--- config.mk ---
export PLATFORM = sky130hd
export DESIGN_NAME = scc_channel_regs
export DESIGN_NICKNAME = d
export VERILOG_FILES = /design/src/hw/scc_pkg.sv /design/src/hw/scc_inject_if.sv /design/src/hw/scc_channel_regs.sv /design/src/hw/scc_frame_injector.sv
export VERILOG_INCLUDE_DIRS = /design/src /design/src/hw
export SDC_FILE = /design/constraint.sdc
export NUM_CORES = 1
export LEC_CHECK = 0
export CORE_ASPECT_RATIO = 1.25
export CORE_MARGIN = 3
export CORE_UTILIZATION = 45
export CTS_CLUSTER_DIAMETER = 150
export DETAILED_ROUTE_END_ITERATION = 12
export DONT_BUFFER_PORTS = 1
export PLACE_DENSITY = 0.6
export SETUP_SLACK_MARGIN = 0.2
export SLEW_MARGIN = 25
export SYNTH_ARGS = -nofsm -noshare
export SYNTH_HDL_FRONTEND = slang
export SYNTH_SLANG_ARGS = --single-unit
export TNS_END_PERCENT = 30
--- constraint.sdc ---
create_clock -name i_core_clk -period 2.9 [get_ports i_core_clk]
set_input_delay 0.435 -clock i_core_clk [delete_from_list [all_inputs] [get_ports i_core_clk]]
set_output_delay 0.435 -clock i_core_clk [all_outputs]
set_load 0.03 [all_outputs]
--- src/hw/scc_defines.svh ---
// register offsets, field positions and reset values of the channel control slice
`ifndef SCC_DEFINES_SVH
`define SCC_DEFINES_SVH
// register indices; byte address is four times the index
`define SCC_IDX_FRM_CNT      6'h10
`define SCC_IDX_INJ_START    6'h11
`define SCC_IDX_FRM_IRQ_EN   6'h12
`define SCC_IDX_RATE_PWR     6'h13
`define SCC_IDX_TX_DRV       6'h14
`define SCC_IDX_RX_IN        6'h15
`define SCC_IDX_RSVD         6'h16
`define SCC_IDX_INJ_STAT     6'h1F
// writable bit masks per register
`define SCC_MASK_FRM_CNT     8'hFE
`define SCC_MASK_INJ_START   8'hE0
`define SCC_MASK_FRM_IRQ_EN  8'hE0
`define SCC_MASK_RATE_PWR    8'hF0
`define SCC_MASK_TX_DRV      8'hFF
`define SCC_MASK_RX_IN       8'hFC
`define SCC_RESET_VAL        8'h00
// field positions
`define SCC_BIT_PERSIST      1
`define SCC_CNT_HI           7
`define SCC_CNT_LO           2
`define SCC_BIT_A1A2_GO      5
`define SCC_BIT_B1_GO        6
`define SCC_BIT_K2_GO        7
`define SCC_BIT_IE_RDI       5
`define SCC_BIT_IE_OOF       6
`define SCC_BIT_IE_INFRM     7
`define SCC_BIT_RX_HALF      4
`define SCC_BIT_TX_HALF      5
`define SCC_BIT_RX_PWR       6
`define SCC_BIT_TX_PWR       7
`define SCC_BIT_PREEMPH_EN   0
`define SCC_PREEMPH_HI       3
`define SCC_PREEMPH_LO       1
`define SCC_TXTERM_HI        5
`define SCC_TXTERM_LO        4
`define SCC_TXTERM_DEFAULT   2'h0
`define SCC_SWING_HI         7
`define SCC_SWING_LO         6
`define SCC_BIT_BSCAN        2
`define SCC_BIT_EQ_EN        3
`define SCC_BIT_DC_CPL       4
`define SCC_BIT_EQ_LVL       5
`define SCC_RXTERM_HI        7
`define SCC_RXTERM_LO        6
// bus answers and count constants
`define SCC_RESP_OKAY        2'h0
`define SCC_RESP_SLVERR      2'h2
`define SCC_CNT_ZERO         6'h00
`define SCC_CNT_ONE          6'h01
`endif

--- src/hw/scc_pkg.sv ---
// types shared by the channel control slice
package scc_pkg;
  typedef logic [7:0] scc_byte_t;
  typedef logic [5:0] scc_index_t;
  typedef logic [5:0] scc_count_t;
  typedef enum logic [0:0] {SCC_INJ_IDLE, SCC_INJ_RUN} scc_inj_state_t;
endpackage : scc_pkg

--- src/hw/scc_inject_if.sv ---
// carrier between the register slice and the framing error injector
`timescale 1ns/100ps
`default_nettype none
interface scc_inject_if;
  import scc_pkg::*;
  logic       persistent;
  scc_count_t count;
  logic       start;
  logic       frame_strobe;
  logic       inject;
  scc_count_t remaining;
  logic       active;
  modport ctl (output persistent, output count, output start, output frame_strobe,
               input inject, input remaining, input active);
  modport eng (input persistent, input count, input start, input frame_strobe,
               output inject, output remaining, output active);
endinterface : scc_inject_if
`default_nettype wire

--- src/hw/scc_channel_regs.sv ---
// per-channel control register slice with AXI4-Lite access
//
// What this block does
// - bit 1 of 0x10 makes framing error injection persistent; resets to zero.
// - bits 2..7 of 0x10 hold count of framing errors to inject.
// - bit 5 of 0x11 starts errors into A1A2 framing bytes.
// - bit 6 of 0x11 starts errors into B1 parity byte.
// - bit 7 of 0x11 starts remote-defect errors into K2 byte.
// - bit 5 of 0x12 enables RDI-L detect interrupt, reported elsewhere.
// - bit 6 of 0x12 enables out-of-frame interrupt, reported elsewhere.
// - bit 7 of 0x12 enables frame-aligned interrupt, reported elsewhere.
// - bit 4 of 0x13 selects receive rate: zero full, one half.
// - bit 5 of 0x13 selects transmit rate: zero full, one half.
// - bit 6 of 0x13 powers receiver up when one.
// - bit 7 of 0x13 powers transmitter up when one.
// - 0x14 bit 0 enables pre-emphasis; bits 1..3 set its level.
// - 0x14 bits 4..5 pick transmit termination; ignored in PCI Express mode.
// - 0x14 bits 6..7 set transmit driver swing.
// - 0x15 bit 2 routes receive inputs through boundary-scan path.
// - 0x15 bit 3 enables receive equalization; bit 5 sets level.
// - 0x15 bit 4 selects DC coupling when one, AC when zero.
// - 0x15 bits 6..7 pick receive termination.
`timescale 1ns/100ps
`default_nettype none
`include "scc_defines.svh"
module scc_channel_regs (
  // clock and reset
  input  wire logic               i_core_clk,
  input  wire logic               i_reset,
  // axi4-lite write address
  input  wire logic [7:0]         i_s_axi_awaddr,
  input  wire logic               i_s_axi_awvalid,
  output logic                    o_s_axi_awready,
  // axi4-lite write data
  input  wire logic [31:0]        i_s_axi_wdata,
  input  wire logic [3:0]         i_s_axi_wstrb,
  input  wire logic               i_s_axi_wvalid,
  output logic                    o_s_axi_wready,
  // axi4-lite write response
  output logic [1:0]              o_s_axi_bresp,
  output logic                    o_s_axi_bvalid,
  input  wire logic               i_s_axi_bready,
  // axi4-lite read address
  input  wire logic [7:0]         i_s_axi_araddr,
  input  wire logic               i_s_axi_arvalid,
  output logic                    o_s_axi_arready,
  // axi4-lite read data
  output logic [31:0]             o_s_axi_rdata,
  output logic [1:0]              o_s_axi_rresp,
  output logic                    o_s_axi_rvalid,
  input  wire logic               i_s_axi_rready,
  // framing overhead timing and mode
  input  wire logic               i_frame_strobe,
  input  wire logic               i_pcie_mode,
  // error injection strobes toward transmit overhead logic
  output logic                    o_a1a2_inject,
  output logic                    o_b1_inject,
  output logic                    o_k2_rdi_inject,
  // framing interrupt enables toward the status block
  output logic                    o_ie_rdi_l,
  output logic                    o_ie_oof,
  output logic                    o_ie_in_frame,
  // serdes rate and power
  output logic                    o_rx_half_rate,
  output logic                    o_tx_half_rate,
  output logic                    o_rx_power_up,
  output logic                    o_tx_power_up,
  // transmit driver
  output logic                    o_tx_preemph_en,
  output logic [2:0]              o_tx_preemph_level,
  output logic [1:0]              o_tx_term_sel,
  output logic [1:0]              o_tx_swing_sel,
  // receive input
  output logic                    o_rx_bscan_route,
  output logic                    o_rx_eq_en,
  output logic                    o_rx_eq_level,
  output logic                    o_rx_dc_couple,
  output logic [1:0]              o_rx_term_sel
);
  import scc_pkg::*;

  ////////////////////////////////////////////////////////////////////////////
  // address helpers, shared by the write and read paths

  function automatic scc_index_t addr_index(input logic [7:0] addr);
    addr_index = addr[7:2];
  endfunction : addr_index

  function automatic logic index_mapped(input scc_index_t idx);
    index_mapped = (idx >= `SCC_IDX_FRM_CNT && idx <= `SCC_IDX_RSVD) ||
                   (idx == `SCC_IDX_INJ_STAT);
  endfunction : index_mapped

  ////////////////////////////////////////////////////////////////////////////
  // register storage

  scc_byte_t frm_cnt_r;
  scc_byte_t inj_start_r;
  scc_byte_t frm_irq_en_r;
  scc_byte_t rate_pwr_r;
  scc_byte_t tx_drv_r;
  scc_byte_t rx_in_r;

  ////////////////////////////////////////////////////////////////////////////
  // write channel: address and data taken in either order

  logic        aw_held_r;
  scc_index_t  aw_idx_r;
  logic        w_held_r;
  scc_byte_t   w_data_r;
  logic        w_lane0_r;
  logic        bvalid_r;
  logic [1:0]  bresp_r;

  wire aw_take   = i_s_axi_awvalid & ~aw_held_r;
  wire w_take    = i_s_axi_wvalid & ~w_held_r;
  // commit only when the previous response has gone, so nothing is lost
  wire wr_commit = aw_held_r & w_held_r & ~bvalid_r;
  wire wr_hit    = wr_commit & w_lane0_r;
  wire wr_ok     = index_mapped(aw_idx_r);

  wire wr_frm_cnt    = wr_hit & (aw_idx_r == `SCC_IDX_FRM_CNT);
  wire wr_inj_start  = wr_hit & (aw_idx_r == `SCC_IDX_INJ_START);
  wire wr_frm_irq_en = wr_hit & (aw_idx_r == `SCC_IDX_FRM_IRQ_EN);
  wire wr_rate_pwr   = wr_hit & (aw_idx_r == `SCC_IDX_RATE_PWR);
  wire wr_tx_drv     = wr_hit & (aw_idx_r == `SCC_IDX_TX_DRV);
  wire wr_rx_in      = wr_hit & (aw_idx_r == `SCC_IDX_RX_IN);

  always_ff @(posedge i_core_clk or posedge i_reset) begin
    if (i_reset) begin
      aw_held_r <= 1'b0;
      aw_idx_r  <= `SCC_CNT_ZERO;
    end else if (aw_take) begin
      aw_held_r <= 1'b1;
      aw_idx_r  <= addr_index(i_s_axi_awaddr);
    end else if (wr_commit) begin
      aw_held_r <= 1'b0;
    end
  end

  always_ff @(posedge i_core_clk or posedge i_reset) begin
    if (i_reset) begin
      w_held_r  <= 1'b0;
      w_data_r  <= `SCC_RESET_VAL;
      w_lane0_r <= 1'b0;
    end else if (w_take) begin
      w_held_r  <= 1'b1;
      w_data_r  <= i_s_axi_wdata[7:0];
      w_lane0_r <= i_s_axi_wstrb[0];
    end else if (wr_commit) begin
      w_held_r  <= 1'b0;
    end
  end

  always_ff @(posedge i_core_clk or posedge i_reset) begin
    if (i_reset) begin
      bvalid_r <= 1'b0;
    end else if (wr_commit) begin
      bvalid_r <= 1'b1;
    end else if (i_s_axi_bready) begin
      bvalid_r <= 1'b0;
    end
  end

  always_ff @(posedge i_core_clk or posedge i_reset) begin
    if (i_reset) begin
      bresp_r <= `SCC_RESP_OKAY;
    end else if (wr_commit) begin
      bresp_r <= wr_ok ? `SCC_RESP_OKAY : `SCC_RESP_SLVERR;
    end
  end

  // writable bits only; reserved bits stay zero
  always_ff @(posedge i_core_clk or posedge i_reset) begin
    if (i_reset) begin
      frm_cnt_r <= `SCC_RESET_VAL;
    end else if (wr_frm_cnt) begin
      frm_cnt_r <= w_data_r & `SCC_MASK_FRM_CNT;
    end
  end

  always_ff @(posedge i_core_clk or posedge i_reset) begin
    if (i_reset) begin
      inj_start_r <= `SCC_RESET_VAL;
    end else if (wr_inj_start) begin
      inj_start_r <= w_data_r & `SCC_MASK_INJ_START;
    end
  end

  always_ff @(posedge i_core_clk or posedge i_reset) begin
    if (i_reset) begin
      frm_irq_en_r <= `SCC_RESET_VAL;
    end else if (wr_frm_irq_en) begin
      frm_irq_en_r <= w_data_r & `SCC_MASK_FRM_IRQ_EN;
    end
  end

  always_ff @(posedge i_core_clk or posedge i_reset) begin
    if (i_reset) begin
      rate_pwr_r <= `SCC_RESET_VAL;
    end else if (wr_rate_pwr) begin
      rate_pwr_r <= w_data_r & `SCC_MASK_RATE_PWR;
    end
  end

  always_ff @(posedge i_core_clk or posedge i_reset) begin
    if (i_reset) begin
      tx_drv_r <= `SCC_RESET_VAL;
    end else if (wr_tx_drv) begin
      tx_drv_r <= w_data_r & `SCC_MASK_TX_DRV;
    end
  end

  always_ff @(posedge i_core_clk or posedge i_reset) begin
    if (i_reset) begin
      rx_in_r <= `SCC_RESET_VAL;
    end else if (wr_rx_in) begin
      rx_in_r <= w_data_r & `SCC_MASK_RX_IN;
    end
  end

  assign o_s_axi_awready = ~aw_held_r;
  assign o_s_axi_wready  = ~w_held_r;
  assign o_s_axi_bvalid  = bvalid_r;
  assign o_s_axi_bresp   = bresp_r;

  ////////////////////////////////////////////////////////////////////////////
  // framing error injection

  scc_inject_if inj ();

  assign inj.persistent   = frm_cnt_r[`SCC_BIT_PERSIST];
  assign inj.count        = frm_cnt_r[`SCC_CNT_HI:`SCC_CNT_LO];
  assign inj.start        = inj_start_r[`SCC_BIT_A1A2_GO];
  assign inj.frame_strobe = i_frame_strobe;

  scc_frame_injector u_a1a2_inj (
    .i_core_clk (i_core_clk),
    .i_reset    (i_reset),
    .inj        (inj)
  );

  // b1 and k2 corrupt every frame while their start bit is set;
  // their own counts live in registers outside this slice
  logic b1_inject_r;
  logic k2_inject_r;

  always_ff @(posedge i_core_clk or posedge i_reset) begin
    if (i_reset) begin
      b1_inject_r <= 1'b0;
    end else begin
      b1_inject_r <= i_frame_strobe & inj_start_r[`SCC_BIT_B1_GO];
    end
  end

  always_ff @(posedge i_core_clk or posedge i_reset) begin
    if (i_reset) begin
      k2_inject_r <= 1'b0;
    end else begin
      k2_inject_r <= i_frame_strobe & inj_start_r[`SCC_BIT_K2_GO];
    end
  end

  assign o_a1a2_inject   = inj.inject;
  assign o_b1_inject     = b1_inject_r;
  assign o_k2_rdi_inject = k2_inject_r;

  ////////////////////////////////////////////////////////////////////////////
  // read channel

  logic        rvalid_r;
  logic [31:0] rdata_r;
  logic [1:0]  rresp_r;

  wire scc_index_t rd_idx  = addr_index(i_s_axi_araddr);
  wire             ar_take = i_s_axi_arvalid & ~rvalid_r;
  wire scc_byte_t  inj_stat = {inj.active, 1'b0, inj.remaining};

  wire rd_sel_frm_cnt    = (rd_idx == `SCC_IDX_FRM_CNT);
  wire rd_sel_inj_start  = (rd_idx == `SCC_IDX_INJ_START);
  wire rd_sel_frm_irq_en = (rd_idx == `SCC_IDX_FRM_IRQ_EN);
  wire rd_sel_rate_pwr   = (rd_idx == `SCC_IDX_RATE_PWR);
  wire rd_sel_tx_drv     = (rd_idx == `SCC_IDX_TX_DRV);
  wire rd_sel_rx_in      = (rd_idx == `SCC_IDX_RX_IN);
  wire rd_sel_inj_stat   = (rd_idx == `SCC_IDX_INJ_STAT);
  wire rd_ok             = index_mapped(rd_idx);

  // reserved offset and unused bits read as zero
  wire scc_byte_t rd_byte =
      rd_sel_frm_cnt    ? frm_cnt_r    :
      rd_sel_inj_start  ? inj_start_r  :
      rd_sel_frm_irq_en ? frm_irq_en_r :
      rd_sel_rate_pwr   ? rate_pwr_r   :
      rd_sel_tx_drv     ? tx_drv_r     :
      rd_sel_rx_in      ? rx_in_r      :
      rd_sel_inj_stat   ? inj_stat     :
                          `SCC_RESET_VAL;

  always_ff @(posedge i_core_clk or posedge i_reset) begin
    if (i_reset) begin
      rvalid_r <= 1'b0;
    end else if (ar_take) begin
      rvalid_r <= 1'b1;
    end else if (i_s_axi_rready) begin
      rvalid_r <= 1'b0;
    end
  end

  always_ff @(posedge i_core_clk or posedge i_reset) begin
    if (i_reset) begin
      rdata_r <= {24'h000000, `SCC_RESET_VAL};
      rresp_r <= `SCC_RESP_OKAY;
    end else if (ar_take) begin
      rdata_r <= {24'h000000, rd_byte};
      rresp_r <= rd_ok ? `SCC_RESP_OKAY : `SCC_RESP_SLVERR;
    end
  end

  assign o_s_axi_arready = ~rvalid_r;
  assign o_s_axi_rvalid  = rvalid_r;
  assign o_s_axi_rdata   = rdata_r;
  assign o_s_axi_rresp   = rresp_r;

  ////////////////////////////////////////////////////////////////////////////
  // configuration outputs

  assign o_ie_rdi_l    = frm_irq_en_r[`SCC_BIT_IE_RDI];
  assign o_ie_oof      = frm_irq_en_r[`SCC_BIT_IE_OOF];
  assign o_ie_in_frame = frm_irq_en_r[`SCC_BIT_IE_INFRM];

  assign o_rx_half_rate = rate_pwr_r[`SCC_BIT_RX_HALF];
  assign o_tx_half_rate = rate_pwr_r[`SCC_BIT_TX_HALF];
  assign o_rx_power_up  = rate_pwr_r[`SCC_BIT_RX_PWR];
  assign o_tx_power_up  = rate_pwr_r[`SCC_BIT_TX_PWR];

  assign o_tx_preemph_en    = tx_drv_r[`SCC_BIT_PREEMPH_EN];
  assign o_tx_preemph_level = tx_drv_r[`SCC_PREEMPH_HI:`SCC_PREEMPH_LO];
  // pci express owns termination; the stored code still reads back
  assign o_tx_term_sel = i_pcie_mode ? `SCC_TXTERM_DEFAULT
                                     : tx_drv_r[`SCC_TXTERM_HI:`SCC_TXTERM_LO];
  assign o_tx_swing_sel = tx_drv_r[`SCC_SWING_HI:`SCC_SWING_LO];

  assign o_rx_bscan_route = rx_in_r[`SCC_BIT_BSCAN];
  assign o_rx_eq_en       = rx_in_r[`SCC_BIT_EQ_EN];
  assign o_rx_eq_level    = rx_in_r[`SCC_BIT_EQ_LVL];
  assign o_rx_dc_couple   = rx_in_r[`SCC_BIT_DC_CPL];
  assign o_rx_term_sel    = rx_in_r[`SCC_RXTERM_HI:`SCC_RXTERM_LO];
endmodule : scc_channel_regs
`default_nettype wire

--- src/hw/scc_frame_injector.sv ---
// framing byte error injector: counted or persistent, one error per frame
`timescale 1ns/100ps
`default_nettype none
`include "scc_defines.svh"
module scc_frame_injector (
  // clock and reset
  input wire logic    i_core_clk,
  input wire logic    i_reset,
  // control and result
  scc_inject_if.eng   inj
);
  import scc_pkg::*;

  scc_inj_state_t state_r;
  scc_inj_state_t state_nxt;
  scc_count_t     remaining_r;
  scc_count_t     remaining_nxt;
  logic           start_d_r;
  logic           inject_r;
  logic           inject_nxt;

  ////////////////////////////////////////////////////////////////////////////
  wire start_rise = inj.start & ~start_d_r;
  wire have_left  = inj.persistent | (remaining_r != `SCC_CNT_ZERO);
  wire fire       = (state_r == SCC_INJ_RUN) & inj.frame_strobe & have_left;

  always_comb begin
    state_nxt     = state_r;
    remaining_nxt = remaining_r;
    inject_nxt    = 1'b0;
    unique case (state_r)
      SCC_INJ_IDLE: begin
        if (start_rise) begin
          state_nxt     = SCC_INJ_RUN;
          remaining_nxt = inj.count;
        end
      end
      SCC_INJ_RUN: begin
        // clearing the start bit aborts at once
        if (!inj.start) begin
          state_nxt     = SCC_INJ_IDLE;
          remaining_nxt = `SCC_CNT_ZERO;
        end else if (fire) begin
          inject_nxt = 1'b1;
          if (!inj.persistent) begin
            remaining_nxt = remaining_r - `SCC_CNT_ONE;
          end
        end
      end
    endcase
  end

  always_ff @(posedge i_core_clk or posedge i_reset) begin
    if (i_reset) begin
      state_r     <= SCC_INJ_IDLE;
      remaining_r <= `SCC_CNT_ZERO;
      start_d_r   <= 1'b0;
      inject_r    <= 1'b0;
    end else begin
      state_r     <= state_nxt;
      remaining_r <= remaining_nxt;
      start_d_r   <= inj.start;
      inject_r    <= inject_nxt;
    end
  end

  assign inj.inject    = inject_r;
  assign inj.remaining = remaining_r;
  assign inj.active    = (state_r == SCC_INJ_RUN) & have_left;
endmodule : scc_frame_injector
`default_nettype wire

* Word level (Yosys, flattened, before mapping)
Index checks and enable logic that the tools add are counted.
** Word-level totals
- Input port bits :: 61
- Bits in registers :: 73
- Logic and storage cells :: 107
** Cells by class
- Reductions and logical operators :: 10
- Add/sub/neg operators :: 1
- Bitwise gates (word level) :: 25
- Magnitude comparators :: 4
- Equal/unequal tests :: 17
- Mux-type cells :: 28
** Operators by type and width (number)
- == test 6 x 5 -> 1 bit, second input constant :: 14
- two-way mux 8 bit :: 7
- two-way mux 6 bit :: 4
- bitwise AND 1 bit :: 18
- >= comparator 6 x 5 -> 1 bit, second input constant :: 2
- less-or-equal comparator 6 x 5 -> 1 bit, second input constant :: 2
- two-way mux 1 bit :: 12
- case mux 6 bit (2 select lines) :: 1
- nonzero test 2 bit :: 4
- two-way mux 2 bit :: 3
- != test 3 bit, second input constant :: 2
- inverter 1 bit :: 6
- nonzero test 6 bit :: 1
- subtractor 6 x 1 -> 6 bit, second input constant :: 1
- AND reduction 3 bit :: 1
- logical AND 1 bit :: 2
- logical OR 1 bit :: 2
- != test 2 x 1 -> 1 bit, second input constant :: 1
- case mux 1 bit (2 select lines) :: 1
- bitwise OR 1 bit :: 1

* Logic depth before layout (Yosys ltp)
Gate-level depths: netlist of run 1.
- Word-level depth :: 10
- Depth in mapped cells :: 6

* Hierarchy
Synthesis of run 1 repeated with hierarchy kept, for this count alone.
** Unflattened totals
- Cell total of the unflattened synthesis :: 334
- Area total of the unflattened synthesis :: 3708.6 sq um
** By module, submodules not included
- scc_channel_regs :: cells each 272, area an instance 3111.7 sq um, seq. area each 1551.5 sq um, times used 1
- scc_frame_injector :: cells each 62, area an instance 596.8 sq um, seq. area each 225.2 sq um, times used 1

* Worst setup path before layout of run 1
OpenSTA, ideal clock, no wires.
- Path type :: reg-to-reg
- From :: register bvalid_r (netlist: o_s_axi_bvalid)
- To :: register tx_drv_r[0]
- Buffers on the path :: 1
- Required time :: 2.775 ns
- Stages on the path, launching flop included :: 6
- Slack :: 0.752 ns
- Clock period less this slack :: 2.148 ns
- Arrival time :: 2.024 ns
- Path through :: dfrtp_1 -> nand3b_4 -> or3_1 -> buf_2 -> nor4b_4 -> mux2_2
** Between the ends
- Longest elaborated chain between the ends :: 4
** Ends and longest elaborated chain
- start, declared :: line scc_channel_regs.sv:112 : logic bvalid_r;
- start signal, assigned :: line scc_channel_regs.sv:157 : bvalid_r <= 1'b0;
- start signal, assigned :: line scc_channel_regs.sv:159 : bvalid_r <= 1'b1;
- start signal, assigned :: line scc_channel_regs.sv:161 : bvalid_r <= 1'b0;
- inverter 1 bit :: line scc_channel_regs.sv:118 : wire wr_commit = aw_held_r & w_held_r & ~bvalid_r;
- bitwise AND 1 bit :: line scc_channel_regs.sv:118
- bitwise AND 1 bit :: line scc_channel_regs.sv:119 : wire wr_hit = wr_commit & w_lane0_r;
- bitwise AND 1 bit :: line scc_channel_regs.sv:126 : wire wr_tx_drv = wr_hit & (aw_idx_r == `SCC_IDX_TX_DRV);
- end signal, assigned :: line scc_channel_regs.sv:208 : tx_drv_r <= `SCC_RESET_VAL;
- end signal, assigned :: line scc_channel_regs.sv:210 : tx_drv_r <= w_data_r & `SCC_MASK_TX_DRV;
- end, declared :: line scc_channel_regs.sv:101 : scc_byte_t tx_drv_r;
Every way passes these cells.
A chain may end at the register's enable or synchronous reset.

* Worst setup path after layout of run 1
- From :: register bvalid_r (netlist: o_s_axi_bvalid)
- To :: register rx_in_r[2]
** Between the ends
- Longest elaborated chain between the ends :: 4
** Ends and longest elaborated chain
- inverter 1 bit :: line scc_channel_regs.sv:118
- bitwise AND 1 bit :: line scc_channel_regs.sv:118
- bitwise AND 1 bit :: line scc_channel_regs.sv:119
- bitwise AND 1 bit :: line scc_channel_regs.sv:127 : wire wr_rx_in = wr_hit & (aw_idx_r == `SCC_IDX_RX_IN);
- end signal, assigned :: line scc_channel_regs.sv:216 : rx_in_r <= `SCC_RESET_VAL;
- end signal, assigned :: line scc_channel_regs.sv:218 : rx_in_r <= w_data_r & `SCC_MASK_RX_IN;
- end, declared :: line scc_channel_regs.sv:102 : scc_byte_t rx_in_r;
Every way passes these cells.

==> results of run 1 <==
==> power groups by stage <==
stage / logic [mW] / clock network [mW] / registers, mW
detailed placement: 0.953 / 0 / 2.18
floorplan: 1.04 / 0 / 1.88
global placement: 0.929 / 0 / 2.16
finish: 0.947 / 0.671 / 2.15
CTS: 0.957 / 0.690 / 2.16
global route: 1.05 / 0.735 / 2.23
==> sequential cells by signal (all words and copies together) (netlist names), 3 cells and up <==
signal	flops
frm_irq_en_r	3
w_data_r	8
frm_cnt_r	7
inj_start_r	3
rx_in_r	6
o_s_axi_rdata	8
u_a1a2_inj.inj.remaining	6
aw_idx_r	6
tx_drv_r	8
rate_pwr_r	4
==> timing repair <==
item,CTS,global route
endpoints found under the hold margin,12,0
setup buffers,0,0
hold buffers,1,0
==> how the worst max path moves through the flow <==
stage	slack, ns	cells after the start	startpoint	endpoint
final	0.58	4	o_s_axi_bvalid$_DFFE_PP0P_	rx_in_r[2]$_DFFE_PP0P_
after global routing	0.45	4	o_s_axi_bvalid$_DFFE_PP0P_	rx_in_r[5]$_DFFE_PP0P_
after CTS	0.55	4	o_s_axi_bvalid$_DFFE_PP0P_	rx_in_r[2]$_DFFE_PP0P_
after detailed placement	0.57	4	o_s_axi_bvalid$_DFFE_PP0P_	rx_in_r[2]$_DFFE_PP0P_
after global placement	0.64	4	o_s_axi_bvalid$_DFFE_PP0P_	rx_in_r[3]$_DFFE_PP0P_
after floorplan	0.67	1	i_reset	aw_held_r$_DFFE_PP0P_
==> layout make-up <==
cell class	instances	area (um^2)	share of cell area, %
Clock inverter	6	38.8	1.04
Timing Repair Buffer	6	47.5	1.27
Clock buffer	9	124	3.32
Tap cell	92	115	3.08
Sequential cell	71	1780	47.6
Multi-Input combinational cell	218	1590	42.6
Inverter	11	41.3	1.11
==> routing by layer <==
metal,vias up,GRT usage (%)
met3,6,6.12
li1,1088,-
met1,1157,22.5
met4,0,4.41
met2,83,31.6
met5,-,0
==> synth_stat cells, drive strengths merged (2+ instances only) <==
cell | n | area [um^2]
and2b | 2 | 16.3
a32oi | 5 | 43.8
a21oi | 13 | 65.1
nor3 | 6 | 30.0
a21boi | 2 | 15.0
nor4 | 2 | 27.5
o21ai | 6 | 30.0
nand3b | 5 | 50.1
a31oi | 5 | 31.3
buf | 34 | 260
dfrtp | 71 | 1780
mux2 | 48 | 541
clkbuf | 8 | 30.0
and3b | 2 | 17.5
nor2b | 8 | 50.1
nor3b | 2 | 15.0
ha | 2 | 25.0
o211ai | 3 | 22.5
nand3 | 9 | 45.0
o22ai | 3 | 18.8
nor2 | 26 | 97.6
nor4b | 2 | 32.5
inv | 11 | 41.3
and2 | 2 | 12.5
nand2 | 7 | 26.3
and3 | 2 | 12.5
mux2i | 6 | 60.1
or4 | 2 | 15.0
==> metrics by stage <==
step | setup slack (ns) | cells | power (mW) | hold slack [ns]
5_1_grt | 0.454 | 413 | 4.02 | 0.194
2_1_floorplan | 0.668 | 342 | 2.92 | 0.352
6_report | 0.585 | 413 | 3.77 | 0.185
4_1_cts | 0.552 | 413 | 3.81 | 0.174
3_3_place_gp | 0.638 | 397 | 3.09 | 0.276
3_5_place_dp | 0.570 | 397 | 3.13 | 0.278
==> logic make-up after synthesis <==
kind of cell,synth area share [%]
flip-flops,49.3
buffers and inverters,9.20
multiplexers,16.7
adder cells (fa/ha/maj),0.694
XOR/XNOR,0.486
AND/OR/NAND/NOR,14.1
AO/OA/AOI/OAI,9.51
other,0.104
==> impl_metrics.csv, run 1 <==
group,metric,value,unit
clock_network,cts.sinks,71,
drt,wl_met2,4070,um
power_and_ir_drop,p_switching,1.62,mW
layout,antenna_cells,0,
sta,final_hold_viol_count,0,
power_and_ir_drop,swShare,43.0,%
clock_network,numCtsBuffers,9,
global_routing,grt_antenna_before_repair,0,
synthesis,yosysUniqueCellTypes,58,
drt,drt-met1-wl,3200,um
layout,fin_util,49.3,%
min_path,hp-start,"i_s_axi_bready",
synthesis,netlist_instances,317,
setup_path,crit_chain,"nand3b_4 > or3_1 > nor2_1 > mux2_2",
setup_path,timing.rr.start,"o_s_axi_bvalid$_DFFE_PP0P_",
drt,routedWlPerCell,19.2,um
setup_path,worst_setup_path_end_kind,"flop",
drt,wl,7920,um
setup_path,startpoint_type,"flop",
global_routing,overflow,0,
drt,avgViaCountPerCell,5.65,
setup_path,crit_fanout,6,
sta,tightest_slew,0.870,ns
drt,top_layer,"met4",
clock_network,cts_tree,"done",
floorplan,num_io_pins,126,
synthesis,avgSynthCellArea,11.4,um^2
global_routing,grt_pass1_wl,13200,um
clock_network,cts_buffer_depth,2,
min_path,worstHoldPathType,"in2reg",
run,drv_cap,0,
synthesis,synth_ff_type,"dfrtp_1",
drt,ant_nets,0,
setup_path,required,3.12,ns
power_and_ir_drop,combPwrFrac,25.1,%
setup_path,cp_slowest_cell,"nor2_1",
drt,drtPass1Iterations,4,
global_routing,grt_max_degree,33,
setup_path,r2r-end,"rx_in_r[2]$_DFFE_PP0P_",
floorplan,die_h,106,um
layout,area_delta_synth_final,3.58,%
power_and_ir_drop,p_clk_share,17.8,%
floorplan,die_x,86.1,um
synthesis,synth-seq-area-share,49.3,%
synthesis,yosysWarnings,0,
clock_network,root_buffer,"clkbuf_8",
synthesis,synthesis.area,3600,um^2
sta,fin_crit,2.32,ns
floorplan,fp-row-count,35,
min_path,min_to,"o_s_axi_bvalid$_DFFE_PP0P_",
placed_design,place.port_buffers,0,
layout,final.fill_count,700,
setup_path,path_class,"reg2reg",
power_and_ir_drop,powerDensity,1010,nW/um^2
sta,max_freq,0.432,GHz
power_and_ir_drop,power_leakage,1.70,nW
layout,fin_area,3730,um^2
placed_design,dp_hpwl,6120,um
setup_path,critPathArrivalTime,2.54,ns
setup_path,worst-path-buf-inv,0,
power_and_ir_drop,intPower,2.15,mW
clock_network,path_clk_slew,0.07,ns
layout,drive_gt1_share,23.1,%
sta,fin_skew,0.0112,ns
sta,slew_violations,0,
synthesis,synth_edf_count,0,
synthesis,synth-async-reset-ratio,100,%
sta,relSlewSlack,41.2,%
placed_design,dpl_cell_area,3560,um^2
global_routing,grt_pass1_vias,2498,
sta,fin_setup_tns,0,ns
layout,final_common_cell,"dfrtp_1",
power_and_ir_drop,pwr-share-seq,57.0,%
layout,final_cell_mix,"dfrtp_1, mux2_2, nor2_1, conb_1, a21oi_1",
sta,finalCritPeriodShare,79.8,%
floorplan,core,7580,um^2
sta,rsz0062_at_grt,"false",
drt,routed-wl-met3,565,um
setup_path,crit_family,"simple AND/OR/NAND/NOR gates",
outcome,run_status,"complete, no violations",
global_routing,gr-usage-all-layers,18.5,%
synthesis,ys_ff_latch,71,
placed_design,gp_congestion,0.854,
drt,drt_iter0_drc,126,
clock_network,htreeDepth,3,
drt,vias,2334,
power_and_ir_drop,peakVddDrop,447,uV
floorplan,dieArea,9130,um^2
layout,final_nets,380,
clock_network,ctsResizeCount,0,
setup_path,max_stage_delay,0.54,ns
sta,setup_violations,0,
setup_path,r2r_cells,4,
floorplan,start_util,47.6,%
min_path,whs_path_depth,1,
clock_network,clock_latency,0.34,ns
drt,drc,0,
setup_path,reg2reg_slack,0.58,ns
Power figures use the tool's default switching activity.
==> run 2, diff against run 1 <==
- ABC_AREA: default -> 1
- PLACE_DENSITY: 0.6 -> 0.62
- clock period: 2.9 -> 2 ns (I/O delays scaled with it)
==> impl_metrics.csv, run 2 <==
group,metric,value,unit
sta,final_hold_viol_count,0,
clock_network,cts_buffer_depth,2,
power_and_ir_drop,power_leakage,1.87,nW
drt,wl,7550,um
synthesis,synth-seq-area-share,50.0,%
placed_design,dp_slack,0.337,ns
global_routing,grt_max_degree,53,
placed_design,dpl_cell_area,3530,um^2
layout,multi_input_area,1410,um^2
run,drv_cap,0,
setup_path,critPathArrivalTime,1.89,ns
synthesis,yosysWarnings,0,
sta,finalCritPeriodShare,83.0,%
clock_network,cts_setup_buffers,0,
global_routing,grt_antenna_before_repair,0,
floorplan,core,7530,um^2
setup_path,r2r_cells,11,
clock_network,numCtsBuffers,9,
power_and_ir_drop,pwr-share-seq,52.2,%
power_and_ir_drop,peakVddDrop,788,uV
sta,fin_crit,1.66,ns
layout,fin_util,49.6,%
synthesis,synth_top_cell_by_area,"dfrtp_1",
synthesis,ys_top_cells_by_area,"dfrtp_1, nand2_1, buf_4, nor2_1, inv_1",
synthesis,synthesis.area,3560,um^2
power_and_ir_drop,swShare,44.1,%
synthesis,netlist_instances,421,
drt,ant_nets,0,
placed_design,gp_congestion,0.860,
layout,final_cell_mix,"nand2_1, dfrtp_1, nor2_1",
drt,drc,0,
layout,area_delta_synth_final,5.14,%
drt,drt_iter0_drc,148,
sta,fin_skew,0.00698,ns
layout,final_nets,488,
setup_path,startpoint_type,"flop",
placed_design,dp_hpwl,5810,um
synthesis,synth_edf_count,0,
synthesis,ys_ff_latch,71,
synthesis,yosysUniqueCellTypes,35,
sta,max_freq,0.602,GHz
power_and_ir_drop,powerDensity,1370,nW/um^2
floorplan,die_h,105,um
drt,vias,2666,
layout,final-seq-area,1780,um^2
sta,slew_violations,0,
drt,avgViaCountPerCell,5.12,
setup_path,timing.rr.start,"u_a1a2_inj.inj.remaining[0]$_DFFE_PP0P_",
power_and_ir_drop,combPwrFrac,25.5,%
global_routing,grt_pass1_vias,2531,
floorplan,num_io_pins,126,
power_and_ir_drop,p_clk_share,22.3,%
sta,hold_ws,0.0349,ns
synthesis,yosys.area.top_type_share,50.0,%
placed_design,dp_cells,505,
global_routing,gr-usage-all-layers,17.5,%
setup_path,crit_fanout,8,
floorplan,fp-row-count,35,
sta,rsz0062_at_grt,"false",
sta,layout_setup_ws,0.340,ns
setup_path,path_class,"reg2reg",
sta,relSlewSlack,63.1,%
setup_path,critPathLaunch,"u_a1a2_inj.inj.remaining[0]$_DFFE_PP0P_",
layout,fin_area,3740,um^2
clock_network,root_buffer,"clkbuf_8",
floorplan,die_x,85.5,um
layout,antenna_cells,0,
clock_network,path_clk_slew,0.08,ns
sta,setup_violations,0,
synthesis,avgSynthCellArea,8.45,um^2
setup_path,worst_setup_path_end_kind,"flop",
drt,routedWlPerCell,14.5,um
global_routing,overflow,0,
power_and_ir_drop,p_switching,2.26,mW
synthesis,synth.most_common_cell,"nand2_1",
placed_design,place.port_buffers,0,
setup_path,r2r-end,"u_a1a2_inj.inj.remaining[4]$_DFFE_PP0P_",
power_and_ir_drop,p_total,5.11,mW
sta,tightest_slew,0.551,ns
floorplan,start_util,47.2,%
floorplan,dieArea,9010,um^2
synthesis,synthTopCellsByCount,"nand2_1, dfrtp_1, nor2_1",
clock_network,cts_tree,"done",
setup_path,reg2reg_slack,0.34,ns
sta,fin_setup_tns,0,ns
layout,final_common_cell,"nand2_1",
clock_network,cts.sinks,71,
synthesis,synth_ff_type,"dfrtp_1",
outcome,run_status,"complete, no violations",
synthesis,synth-async-reset-ratio,100,%
layout,drive_gt1_share,11.4,%
global_routing,grt_pass1_wl,12400,um
power_and_ir_drop,intPower,2.86,mW
drt,drtPass1Iterations,4,
clock_network,htreeDepth,3,
clock_network,clock_latency,0.34,ns
min_path,worstHoldPathType,"in2reg",
layout,final.fill_count,750,
layout,instances_no_fill,521,
setup_path,critPathCapture,"u_a1a2_inj.inj.remaining[4]$_DFFE_PP0P_",
setup_path,required,2.23,ns
-- run 2: worst min-delay path by stage --
stage | from | end | slack (ns) | cells past startpoint
final | i_s_axi_bready | o_s_axi_bvalid$_DFFE_PP0P_ | 0.03 | 1
after global routing | i_s_axi_bready | o_s_axi_bvalid$_DFFE_PP0P_ | 0.02 | 1
after CTS | i_s_axi_bready | o_s_axi_bvalid$_DFFE_PP0P_ | 0.03 | 1
after detailed placement | i_reset | aw_idx_r[1]$_DFFE_PP0P_ | 0.21 | 1
after global placement | i_reset | aw_idx_r[1]$_DFFE_PP0P_ | 0.20 | 1
after floorplan | i_s_axi_bready | o_s_axi_bvalid$_DFFE_PP0P_ | 0.39 | 1
-- run 2: critical path, stage by stage, from the launching register on --
cell and delay, ns:
dfrtp_1 0.41, inv_1 0.12, ha_1 0.16, inv_1 0.04
nor2_1 0.07, nand3_1 0.12, nand3_1 0.12, nand2_1 0.07
nand2_1 0.13, inv_1 0.14, nand2_1 0.09, o21ai_0 0.07
-- run 2: timing repair --
| action | 4_1_cts | 5_1_grt |
|---|---|---|
| hold buffers | 1 | 0 |
| resized for setup | 0 | 0 |
| hold endpoints to repair | 19 | 0 |
| setup endpoints to repair | 0 | 0 |
-- run 2: final cells by class --
type	count	share of cell area, %
Clock buffer	9	3.31
Clock inverter	6	1.91
Inverter	48	4.95
Multi-Input combinational cell	290	37.8
Sequential cell	71	47.5
Tap cell	92	3.08
Timing Repair Buffer	5	1.41
-- run 2: kinds of logic (layout without fill, tap and decap cells) --
family	count (synthesis)	count (layout)	share of synthesized area (%)
AO/OA/AOI/OAI	84	84	13.3
XOR/XNOR	1	1	0.246
multiplexers	2	2	0.633
AND/OR/NAND/NOR	175	175	22.1
flip-flops	71	71	50.0
adder cells (fa/ha/maj)	2	2	0.704
buffers and inverters	85	68	12.9
other	1	26	0.105
-- run 2: power groups by stage --
stage | registers (mW) | clock network, mW | logic, mW
after floorplan | 2.51 | 0 | 1.21
after global placement | 2.69 | 0 | 1.27
after detailed placement | 2.70 | 0 | 1.31
after CTS | 2.67 | 1.17 | 1.32
after global routing | 2.74 | 1.23 | 1.50
final | 2.67 | 1.14 | 1.30
-- run 2: per-layer routing --
metal | track usage, % | vias up | part of all wire, %
li1 | - | 1303 | -
met1 | 21.0 | 1266 | 42
met2 | 29.8 | 87 | 50
met3 | 4.93 | 10 | 6.3
met4 | 5.88 | 0 | 1.4
met5 | 0 | - | 0
==> run 3, diff against run 2 <==
- PLACE_DENSITY: 0.62 -> 0.6
- clock period: 2 -> 1.72 ns (I/O delays scaled with it)
==> impl_metrics.csv, run 3 (synthesis results as in run 2) <==
group,metric,value,unit
global_routing,grt_antenna_before_repair,0,
sta,fin_setup_tns,0,ns
setup_path,startpoint_type,"flop",
min_path,whs_path_depth,2,
floorplan,fp-row-count,35,
floorplan,die_h,105,um
power_and_ir_drop,p_switching,2.65,mW
power_and_ir_drop,peakVddDrop,965,uV
floorplan,dieArea,9010,um^2
placed_design,place.port_buffers,0,
run,drv_cap,0,
setup_path,reg2reg_slack,0.27,ns
setup_path,required,1.46,ns
min_path,hp-start,"i_frame_strobe",
drt,vias,2652,
clock_network,path_clk_slew,0.08,ns
power_and_ir_drop,pwr-share-seq,49.2,%
drt,avgViaCountPerCell,4.99,
drt,drtPass1Iterations,4,
global_routing,grt_pass1_vias,2466,
drt,drc,0,
layout,final_nets,497,
layout,fin_area,3860,um^2
clock_network,numCtsBuffers,9,
power_and_ir_drop,powerDensity,1610,nW/um^2
power_and_ir_drop,combPwrFrac,27.7,%
clock_network,clock_latency,0.34,ns
min_path,min_to,"o_k2_rdi_inject$_DFF_PP0_",
sta,fin_skew,0.00923,ns
clock_network,cts_tree,"done",
layout,drive_gt1_share,14.8,%
power_and_ir_drop,p_clk_share,23.1,%
sta,tightest_slew,0.545,ns
sta,setup_violations,0,
setup_path,path_class,"reg2out",
power_and_ir_drop,intPower,3.58,mW
layout,final_common_cell,"nand2_1",
floorplan,num_io_pins,126,
global_routing,grt_max_degree,72,
outcome,run_status,"complete, no violations",
sta,finalCritPeriodShare,84.8,%
floorplan,core,7530,um^2
global_routing,grt_pass1_wl,12600,um
min_path,worstHoldPathType,"in2reg",
layout,antenna_cells,0,
global_routing,gr-usage-all-layers,17.8,%
setup_path,crit_fanout,2,
drt,drt_iter0_drc,182,
placed_design,dpl_cell_area,3560,um^2
placed_design,dp_hpwl,5780,um
drt,routedWlPerCell,14.6,um
layout,final_cell_mix,"nand2_1, dfrtp_1, nor2_1",
sta,rsz0062_at_grt,"true",
sta,final_hold_viol_count,0,
power_and_ir_drop,swShare,42.6,%
power_and_ir_drop,power_leakage,1.92,nW
setup_path,timing.rr.start,"u_a1a2_inj.inj.remaining[1]$_DFFE_PP0P_",
clock_network,root_buffer,"clkbuf_8",
clock_network,cts_buffer_depth,2,
setup_path,critPathArrivalTime,1.20,ns
drt,wl,7740,um
sta,fin_crit,1.46,ns
clock_network,htreeDepth,3,
clock_network,cts.sinks,71,
global_routing,overflow,0,
sta,relSlewSlack,63.5,%
drt,ant_nets,0,
floorplan,die_x,85.5,um
sta,max_freq,0.685,GHz
floorplan,start_util,47.2,%
sta,slew_violations,0,
setup_path,r2r-end,"o_s_axi_rdata[7]$_DFFE_PP0P_",
layout,area_delta_synth_final,8.59,%
setup_path,r2r_cells,11,
placed_design,gp_congestion,0.822,
setup_path,worst_setup_path_end_kind,"output port",
run 3: cell count changes in the layout (fill, tap and decap cells not counted), sizes merged:
cell	previous run	this run
buf	4	12
bufinv	1	2
clkbuf	9	10
dlygate4sd3	1	2
inv	47	46
run 3: layer usage:
layer	vias to the layer above	GRT usage (%)	part of all wire (%)
met2	86	28.8	50
met5	-	0	0
met1	1226	22.1	42
met4	0	7.01	1.4
met3	12	5.24	6.5
li1	1328	-	-
run 3: per-stage QoR:
step	hold slack, ns	power (mW)	setup slack [ns]	util [%]	instances
after global placement	0.260	4.65	0.148	47.3	509
after floorplan	0.343	4.32	0.216	-	446
after detailed placement	0.263	4.70	0.115	47.3	509
after CTS	0.00711	6.16	0.207	50.4	527
final	0.0243	6.23	0.261	51.3	531
after global routing	0.0104	6.65	0.167	51.3	531
run 3: how the worst max path moves through the flow:
stage,slack [ns],cells past startpoint,startpoint,to
CTS,0.21,10,u_a1a2_inj.inj.remaining[0]$_DFFE_PP0P_,u_a1a2_inj.inj.remaining[2]$_DFFE_PP0P_
floorplan,0.22,7,o_s_axi_bvalid$_DFFE_PP0P_,frm_cnt_r[7]$_DFFE_PP0P_
finish,0.26,2,tx_drv_r[5]$_DFFE_PP0P_,o_tx_term_sel[1]
global placement,0.15,11,u_a1a2_inj.inj.remaining[0]$_DFFE_PP0P_,u_a1a2_inj.inj.remaining[4]$_DFFE_PP0P_
global route,0.17,11,u_a1a2_inj.inj.remaining[1]$_DFFE_PP0P_,o_s_axi_rdata[7]$_DFFE_PP0P_
detailed placement,0.11,11,u_a1a2_inj.inj.remaining[0]$_DFFE_PP0P_,u_a1a2_inj.inj.remaining[1]$_DFFE_PP0P_
run 3: timing repair:
item / 4_1_cts / 5_1_grt
cloned: 0 / 0
setup endpoints to repair: 6 / 39
resized for setup: 2 / 12
pin swaps: 0 / 3
hold buffers: 2 / 0
setup buffers: 0 / 4
hold endpoints to repair: 72 / 0
run 3: power by group through the flow:
stage / Combinational [mW] / Sequential [mW] / Clock (mW)
floorplan: 1.40 / 2.92 / 0
global placement: 1.56 / 3.09 / 0
detailed placement: 1.60 / 3.10 / 0
CTS: 1.62 / 3.07 / 1.48
global route: 1.97 / 3.14 / 1.54
finish: 1.72 / 3.07 / 1.44
run 3: final cells by class:
type                    count  area [um^2]
clock inverters             6         85.1
flip-flops and latches     71         1780
clock buffers              10          128
fillers                   756         3670
multi-input cells         290         1450
inverters                  48          188
repair buffers             14          123
well taps                  92          115
run 3: critical path, stage by stage, from the launching register on:
cell,delay (ns)
dfrtp_1,0.35
inv_1,0.08
nor2_1,0.43
